$ cat config.mk
export PLATFORM = sky130hd
export DESIGN_NAME = mcs_sequencer
export DESIGN_NICKNAME = d
export VERILOG_FILES = /design/src/mcs_sequencer.v
export VERILOG_INCLUDE_DIRS = /design/src
export SDC_FILE = /design/constraint.sdc
export NUM_CORES = 2
export LEC_CHECK = 0
export ABC_AREA = 1
export BUFFER_PORTS_ARGS = -buffer_cell sky130_fd_sc_hd__buf_2
export CAP_MARGIN = 20
export CORE_ASPECT_RATIO = 1.75
export CORE_MARGIN = 3
export CORE_UTILIZATION = 30
export CTS_BUF_LIST = sky130_fd_sc_hd__clkbuf_8
export DETAILED_ROUTE_END_ITERATION = 6
export PLACE_DENSITY = 0.44
export REMOVE_ABC_BUFFERS = 1
export SETUP_SLACK_MARGIN = 0.05
export SLEW_MARGIN = 20
export SYNTH_ARGS = -nofsm -noshare
export SYNTH_HDL_FRONTEND = slang
export SYNTH_SLANG_ARGS = --single-unit
export TNS_END_PERCENT = 30
$ cat constraint.sdc
create_clock -name ref_clk -period 135.4 [get_ports ref_clk]
set_input_delay 27.08 -clock ref_clk [delete_from_list [all_inputs] [get_ports ref_clk]]
set_output_delay 27.08 -clock ref_clk [all_outputs]
set_load 0.01 [all_outputs]
$ cat src/mcs_defines.vh
// constants for the measurement cycle sequencer
`ifndef MCS_DEFINES_VH
`define MCS_DEFINES_VH

// --------------------------------------------------------------------
// register offsets
// --------------------------------------------------------------------
`define MCS_ADDR_CTRL      4'h0
`define MCS_ADDR_DELAY     4'h1
`define MCS_ADDR_FREQ      4'h2
`define MCS_ADDR_ITF       4'h3
`define MCS_ADDR_RANGE     4'h4
`define MCS_ADDR_STATUS    4'h5
`define MCS_ADDR_RESULT    4'h6
`define MCS_ADDR_CALC      4'h7

// --------------------------------------------------------------------
// control fields
// --------------------------------------------------------------------
`define MCS_CTRL_CONT      0
`define MCS_CTRL_HOLD      1
`define MCS_CTRL_MEDIAN    2
`define MCS_CTRL_DLY_EN    3
`define MCS_CTRL_RATE_LO   4
`define MCS_CTRL_RATE_HI   5
`define MCS_CTRL_RESET     32'h0000_0000

// --------------------------------------------------------------------
// rates, factor codes, ranges
// --------------------------------------------------------------------
`define MCS_RATE_FAST      2'h0
`define MCS_RATE_MEDIUM    2'h1
`define MCS_RATE_SLOW      2'h2
`define MCS_ITF_Q          2'h0
`define MCS_ITF_ONE        2'h1
`define MCS_ITF_SIX        2'h2
`define MCS_ITF_RESET      2'h1
`define MCS_RANGE_MIN      3'h1
`define MCS_RANGE_MAX      3'h4

// --------------------------------------------------------------------
// timing
// --------------------------------------------------------------------
`define MCS_CLK_KHZ        50000
`define MCS_MS_CYC         (`MCS_CLK_KHZ)
`define MCS_SETTLE_FAST_MS 7
`define MCS_SETTLE_MED_MS  10
`define MCS_SETTLE_SLOW_MS 12
`define MCS_DELAY_MAX_MS   17'd99999
`define MCS_INT_SLOW_MS    100
`define MCS_CALC_DEF       32'h0000_0100

// --------------------------------------------------------------------
// value limits and range boundaries, with hysteresis
// --------------------------------------------------------------------
`define MCS_VAL_ZERO       32'h0000_0001
`define MCS_VAL_MAX        32'd99999
`define MCS_VAL_BLANK      32'hFFFF_FFFF
`define MCS_BOUND_LO       32'h0000_1000
`define MCS_BOUND_HI       32'h0001_0000
`define MCS_HYST           32'h0000_0080

`endif

$ cat src/mcs_sequencer.v
// measurement cycle sequencer: settle, integrate, calculate, range decide
//
// Our own choices: the strobed register port and the address map.
`timescale 1ns/100ps
`include "mcs_defines.vh"

module mcs_sequencer (
    // clock and reset
    input  wire        ref_clk,
    input  wire        srst,
    // register port
    input  wire [3:0]  reg_addr,
    input  wire [31:0] reg_wdata,
    input  wire        reg_wr,
    input  wire        reg_rd,
    output reg  [31:0] reg_rdata,
    // start source and converter
    input  wire        start,
    input  wire [31:0] conv_value,
    // cycle outputs
    output reg         integrating,
    output reg  [2:0]  range,
    output reg         result_valid,
    output reg  [31:0] result
);

    // ----------------------------------------------------------------
    // states
    // ----------------------------------------------------------------
    localparam [2:0] ST_IDLE   = 3'd0;
    localparam [2:0] ST_SETTLE = 3'd1;
    localparam [2:0] ST_INTEG  = 3'd2;
    localparam [2:0] ST_CALC   = 3'd3;
    localparam [2:0] ST_DECIDE = 3'd4;

    // ----------------------------------------------------------------
    // registers
    // ----------------------------------------------------------------
    reg  [31:0] ctrl;
    reg  [16:0] delay_ms;
    reg  [15:0] freq_hz;
    reg  [1:0]  itf;
    reg  [31:0] calc_cyc;
    reg  [2:0]  state;
    reg  [31:0] cnt;
    reg  [1:0]  med_idx;
    reg  [31:0] samp0;
    reg  [31:0] samp1;
    reg  [31:0] samp2;
    reg  [7:0]  cycles;

    wire        cont    = ctrl[`MCS_CTRL_CONT];
    wire        hold    = ctrl[`MCS_CTRL_HOLD];
    wire        median  = ctrl[`MCS_CTRL_MEDIAN];
    wire        dly_en  = ctrl[`MCS_CTRL_DLY_EN];
    wire [1:0]  rate    = ctrl[`MCS_CTRL_RATE_HI:`MCS_CTRL_RATE_LO];
    wire [31:0] fz      = (freq_hz == 16'h0000) ? 32'h0000_0001 : {16'h0000, freq_hz};
    wire [31:0] period  = (`MCS_CLK_KHZ * 1000) / fz;

    // ----------------------------------------------------------------
    // interval lengths
    // ----------------------------------------------------------------
    reg  [31:0] settle_cyc;
    reg  [31:0] integ_cyc;
    reg  [31:0] next_range_val;

    always @* begin
        // settling scales with one period of the test signal, per ms/kHz
        case (rate)
            `MCS_RATE_FAST:   settle_cyc = period * `MCS_SETTLE_FAST_MS;
            `MCS_RATE_MEDIUM: settle_cyc = period * `MCS_SETTLE_MED_MS;
            default:          settle_cyc = period * `MCS_SETTLE_SLOW_MS;
        endcase
        if (dly_en) begin
            settle_cyc = {15'h0000, delay_ms} * `MCS_MS_CYC;
        end
        if (cont) begin
            settle_cyc = 32'h0000_0000;
        end
    end

    always @* begin
        // 1 kHz table scaled by period; slow rate fixed at 100 ms, fast quarter fixed at 1 ms above 1 kHz
        integ_cyc = `MCS_INT_SLOW_MS * `MCS_MS_CYC;
        if (rate == `MCS_RATE_FAST) begin
            case (itf)
                `MCS_ITF_Q: begin
                    if (freq_hz > 16'd1000) begin
                        integ_cyc = `MCS_MS_CYC;
                    end else begin
                        integ_cyc = period;
                    end
                end
                `MCS_ITF_SIX: integ_cyc = period * 24;
                default:      integ_cyc = period * 4;
            endcase
        end else if (rate == `MCS_RATE_MEDIUM) begin
            case (itf)
                `MCS_ITF_Q:   integ_cyc = period * 4;
                `MCS_ITF_SIX: integ_cyc = period * 100;
                default:      integ_cyc = period * 17;
            endcase
        end
    end

    // ----------------------------------------------------------------
    // median of three, range decision with hysteresis
    // ----------------------------------------------------------------
    reg  [31:0] med_val;
    reg  [2:0]  next_range;

    always @* begin
        if ((samp0 >= samp1) == (samp0 <= samp2)) begin
            med_val = samp0;
        end else if ((samp1 >= samp0) == (samp1 <= samp2)) begin
            med_val = samp1;
        end else begin
            med_val = samp2;
        end
        next_range_val = median ? med_val : samp0;
        next_range = range;
        // value is impedance in-range; small means go up a range
        if (!hold) begin
            if (next_range_val < `MCS_BOUND_LO - `MCS_HYST
                && range != `MCS_RANGE_MAX) begin
                next_range = range + 3'h1;
            end else if (next_range_val > `MCS_BOUND_HI + `MCS_HYST
                && range != `MCS_RANGE_MIN) begin
                next_range = range - 3'h1;
            end
        end
    end

    // ----------------------------------------------------------------
    // register writes and sequencer
    // ----------------------------------------------------------------
    always @(posedge ref_clk) begin
        if (srst) begin
            ctrl         <= `MCS_CTRL_RESET;
            delay_ms     <= 17'h0_0000;
            freq_hz      <= 16'd1000;
            itf          <= `MCS_ITF_RESET;
            calc_cyc     <= `MCS_CALC_DEF;
            state        <= ST_IDLE;
            cnt          <= 32'h0000_0000;
            med_idx      <= 2'h0;
            samp0        <= 32'h0000_0000;
            samp1        <= 32'h0000_0000;
            samp2        <= 32'h0000_0000;
            range        <= `MCS_RANGE_MIN;
            integrating  <= 1'b0;
            result_valid <= 1'b0;
            result       <= 32'h0000_0000;
            cycles       <= 8'h00;
        end else begin
            result_valid <= 1'b0;
            if (reg_wr) begin
                case (reg_addr)
                    `MCS_ADDR_CTRL:  ctrl <= reg_wdata;
                    `MCS_ADDR_DELAY: begin
                        if (reg_wdata[16:0] <= `MCS_DELAY_MAX_MS) begin
                            delay_ms <= reg_wdata[16:0];
                        end
                    end
                    `MCS_ADDR_FREQ:  freq_hz <= reg_wdata[15:0];
                    `MCS_ADDR_ITF: begin
                        if (reg_wdata[1:0] <= `MCS_ITF_SIX) begin
                            itf <= reg_wdata[1:0];
                        end
                    end
                    `MCS_ADDR_RANGE: begin
                        if (reg_wdata[2:0] >= `MCS_RANGE_MIN
                            && reg_wdata[2:0] <= `MCS_RANGE_MAX) begin
                            range <= reg_wdata[2:0];
                        end
                    end
                    `MCS_ADDR_CALC:  calc_cyc <= reg_wdata;
                    default: ;
                endcase
            end
            case (state)
                ST_IDLE: begin
                    if (cont || start) begin
                        state   <= ST_SETTLE;
                        cnt     <= 32'h0000_0000;
                        med_idx <= 2'h0;
                        cycles  <= 8'h00;
                    end
                end
                ST_SETTLE: begin
                    if (cnt + 32'h0000_0001 >= settle_cyc) begin
                        state       <= ST_INTEG;
                        cnt         <= 32'h0000_0000;
                        integrating <= 1'b1;
                    end else begin
                        cnt <= cnt + 32'h0000_0001;
                    end
                end
                ST_INTEG: begin
                    if (cnt + 32'h0000_0001 >= integ_cyc) begin
                        state       <= ST_CALC;
                        cnt         <= 32'h0000_0000;
                        integrating <= 1'b0;
                        case (med_idx)
                            2'h0:    samp0 <= conv_value;
                            2'h1:    samp1 <= conv_value;
                            default: samp2 <= conv_value;
                        endcase
                    end else begin
                        cnt <= cnt + 32'h0000_0001;
                    end
                end
                ST_CALC: begin
                    if (cnt + 32'h0000_0001 >= calc_cyc) begin
                        cnt <= 32'h0000_0000;
                        if (median && med_idx != 2'h2) begin
                            med_idx     <= med_idx + 2'h1;
                            state       <= ST_INTEG;
                            integrating <= 1'b1;
                        end else begin
                            state <= ST_DECIDE;
                        end
                    end else begin
                        cnt <= cnt + 32'h0000_0001;
                    end
                end
                ST_DECIDE: begin
                    cycles  <= cycles + 8'h01;
                    med_idx <= 2'h0;
                    if (next_range != range) begin
                        range       <= next_range;
                        state       <= ST_INTEG;
                        integrating <= 1'b1;
                    end else begin
                        result_valid <= 1'b1;
                        if (next_range_val < `MCS_VAL_ZERO) begin
                            result <= 32'h0000_0000;
                        end else if (next_range_val > `MCS_VAL_MAX) begin
                            result <= `MCS_VAL_BLANK;
                        end else begin
                            result <= next_range_val;
                        end
                        state <= ST_IDLE;
                    end
                end
                default: state <= ST_IDLE;
            endcase
        end
    end

    // ----------------------------------------------------------------
    // read port
    // ----------------------------------------------------------------
    always @(posedge ref_clk) begin
        if (srst) begin
            reg_rdata <= 32'h0000_0000;
        end else if (reg_rd) begin
            case (reg_addr)
                `MCS_ADDR_CTRL:   reg_rdata <= ctrl;
                `MCS_ADDR_DELAY:  reg_rdata <= {15'h0000, delay_ms};
                `MCS_ADDR_FREQ:   reg_rdata <= {16'h0000, freq_hz};
                `MCS_ADDR_ITF:    reg_rdata <= {30'h0000_0000, itf};
                `MCS_ADDR_RANGE:  reg_rdata <= {29'h0000_0000, range};
                `MCS_ADDR_STATUS: reg_rdata <= {21'h00_0000, cycles, state};
                `MCS_ADDR_RESULT: reg_rdata <= result;
                `MCS_ADDR_CALC:   reg_rdata <= calc_cyc;
                default:          reg_rdata <= 32'h0000_0000;
            endcase
        end else begin
            reg_rdata <= 32'h0000_0000;
        end
    end

endmodule // mcs_sequencer

==> reports/results.txt <==
Status: complete, no violations
Post-synth top area cell: ha_1
Synth Register Bits: 309
Largest net degree at the start of global routing: 107
Ys Warns: 0
Synthesized area: 55360 um^2
Total CTS buffers: 43
Area grow syn2layout: 7.662%
Clock Skew: 0.03388 ns
CTS tree: yes
Vias: 56340
Max Freq: 10.71 MHz
Post-detail-place hpwl: 189300 um
Max Cap Violations: 0
Post-synth top area share: 19.84%
CORE AREA: 183500 um^2
Worst slew pin tran: 1.101 ns
Row cnt: 208
H-tree lvl count: 2
Element type at the critical path start: register
Count of flip-flops with a built-in enable after synthesis: 0
Placer Congestion: 0.9620
Vias per inst: 5.179
CP endpoint kind: register
Die X: 330.7 um
Drt total wl: 229400 um
Final Hold Vio Count: 0
Die H: 574.3 um
Post-Synth Simple-Gate Area: 25.85%
Skew-Pair Late Insertion Delay: 0.63 ns
WS Path Type: register to register
Worst-path clk slew: 0.08 ns
Initial antenna violation count: 26
DRT Pass-1 Iters: 7
Fin Setup TNS: 0 ns
Final net count: 9507
I/O Buffers: 141
Top post-synthesis cells by area: ha_1, dfxtp_1, nand2_1
DRT antenna net count: 0
Arr. time, crit path: 93.91 ns
Post-CTS Hold Buffers: 0
Main synth FF type: dfxtp_1
GRT overflow: 0
Clock sinks: 309
Fin crit share: 68.99%
Die area: 189900 um^2
Main combinational cell family by area after synthesis: simple AND/OR/NAND/NOR gates
CTS max path bufs: 3
Num ports: 142
Wirelength per Cell: 21.09 um
Synth Area in Compound Gates: 21.36%
Cells after synthesis: 8375
Final setup fails: 0
Max Slew Vio Count: 0
WP data required: 135.90 ns
Top cell by count, worst path: nand2_1
Post-CTS Setup Inserts: 0
# DRC: 0
Netlist cell types: 85
Post-synthesis adder-cell area fraction: 24.51%
Mapped Avg Cell Area: 6.610 um^2
Mux cell area share after synthesis: 0.05425%
Total Routing Usage GR: 23.54%
Asr flop ratio synth: 0%
Global-route wire length before repair: 342500 um
Layout cells sized above 1: 8.621%
Vias in the first global route: 57290
Seq/Total Area, Yosys: 11.17%
XOR/XNOR Fraction of Synth Area: 6.437%
RSZ-0062 raised after global routing: false
CP max stage delay: 0.94 ns
CTS resizes: 0
CP max stage cell: clkinv_1
CTS Root Cell: clkbuf_8
Initial core utilization: 30.17%
Initial DRC Count: 2614
Worst slew margin: 24.70%
Clock period minus worst slack: 93.41 ns
Worst hold path type: register to register
Critical Path Fanout Max: 39
-- state kept, by name (all words and copies together), names as in the netlist --
signal and cells:
samp0 32, samp2 32, samp1 32, med_idx 2
ctrl 32, calc_cyc 32, state 3, itf 2
delay_ms 17, integrating 1, result_valid 1, result 32
freq_hz 16, cycles 8, cnt 32, reg_rdata 32
range 3
-- final cells by class --
cell class,instances,area (um^2)
fillers,20220,123900
multi-input cells,6588,43360
flip-flops and latches,309,6186
inverters,1245,4698
well taps,2415,3022
repair buffers,240,1451
clock buffers,53,729.5
clock inverters,21,130.1
diodes,7,17.52
-- layout by cell type (no fill, tap or decap), drive strengths merged, types with 31 or more instances in the layout --
master,Yosys,final
o21ai,809,809
dfxtp,309,309
o211ai,35,35
xor2,235,235
clkbuf,192,53
fa,129,129
ha,878,878
o221ai,44,44
o21bai,83,83
nor2,547,547
or2,54,54
nor3,66,66
nand3,479,479
o22ai,70,70
inv,1227,1237
xnor2,171,171
nand2,1761,1761
nand4,104,104
buf,41,240
a21oi,870,870
a211oi,31,31
o31ai,32,32
-- worst max-delay path: cells and delay by family (launching register included) --
family                   cells  cell delay (ns)
buffers and inverters       73            17.00
flip-flops                   1             0.44
AND/OR/NAND/NOR            240            31.35
XOR/XNOR                     1             0.14
AO/OA/AOI/OAI              184            32.19
adder cells (fa/ha/maj)     34            11.61
-- path summary, 6_finish.rpt --
| kind | startpoint | endpoint | slack, ns | cells after the start |
|---|---|---|---|---|
| min | ctrl[27] | ctrl[27] | 0.46 | 2 |
| max reg2reg | freq_hz[10] | samp2[4] | 41.99 | 532 |
| min reg2reg | ctrl[27] | ctrl[27] | 0.46 | 2 |
| max | freq_hz[10] | samp2[4] | 41.99 | 532 |
-- per-stage QoR --
| step | hold WS [ns] | std cells | setup slack (ns) | instance area [um^2] | util [%] |
|---|---|---|---|---|---|
| CTS | 0.4575 | 10870 | 41.48 | 59580 | 32.47 |
| finish | 0.4587 | 10880 | 41.99 | 59600 | 32.48 |
| global placement | 0.4406 | 10800 | 43.20 | 58720 | 32.00 |
| global route | 0.4759 | 10880 | 30.63 | 59590 | 32.48 |
| detailed placement | 0.4459 | 10800 | 41.75 | 58720 | 32.00 |
| floorplan | 0.4318 | 8142 | 55.12 | 54180 | - |
-- synth_stat cells (57+ instances only) --
master,number
nand4_1,102
o21ai_0,753
nand3_1,415
nand2_4,57
ha_1,878
o21bai_1,80
a21oi_1,866
nor2_1,476
o22ai_1,70
dfxtp_1,309
nand2_1,1620
fa_1,129
xnor2_1,171
nor3_1,64
nand2_2,81
inv_1,1187
clkbuf_1,183
xor2_1,234
-- logic make-up after synthesis --
logic type                 count (synthesis)
and+or+nand+nor                         3059
AOI/OAI and AO/OA                       2112
buffers and inverters                   1478
adders and majority gates               1007
xor gates and xnor gates                 406
DFF                                      309
muxes                                      3
other                                      1
-- metal layers --
metal,GRT usage [%],vias up,routed length [um]
met5,0,-,123
li1,-,28220,-
met4,15.94,18,19170
met3,1.868,637,6696
met2,47.03,1299,124600
met1,22.20,26170,78780
Power is not shown: default switching activity piles up to over one toggle a cycle in this logic, so the estimate is an artifact.
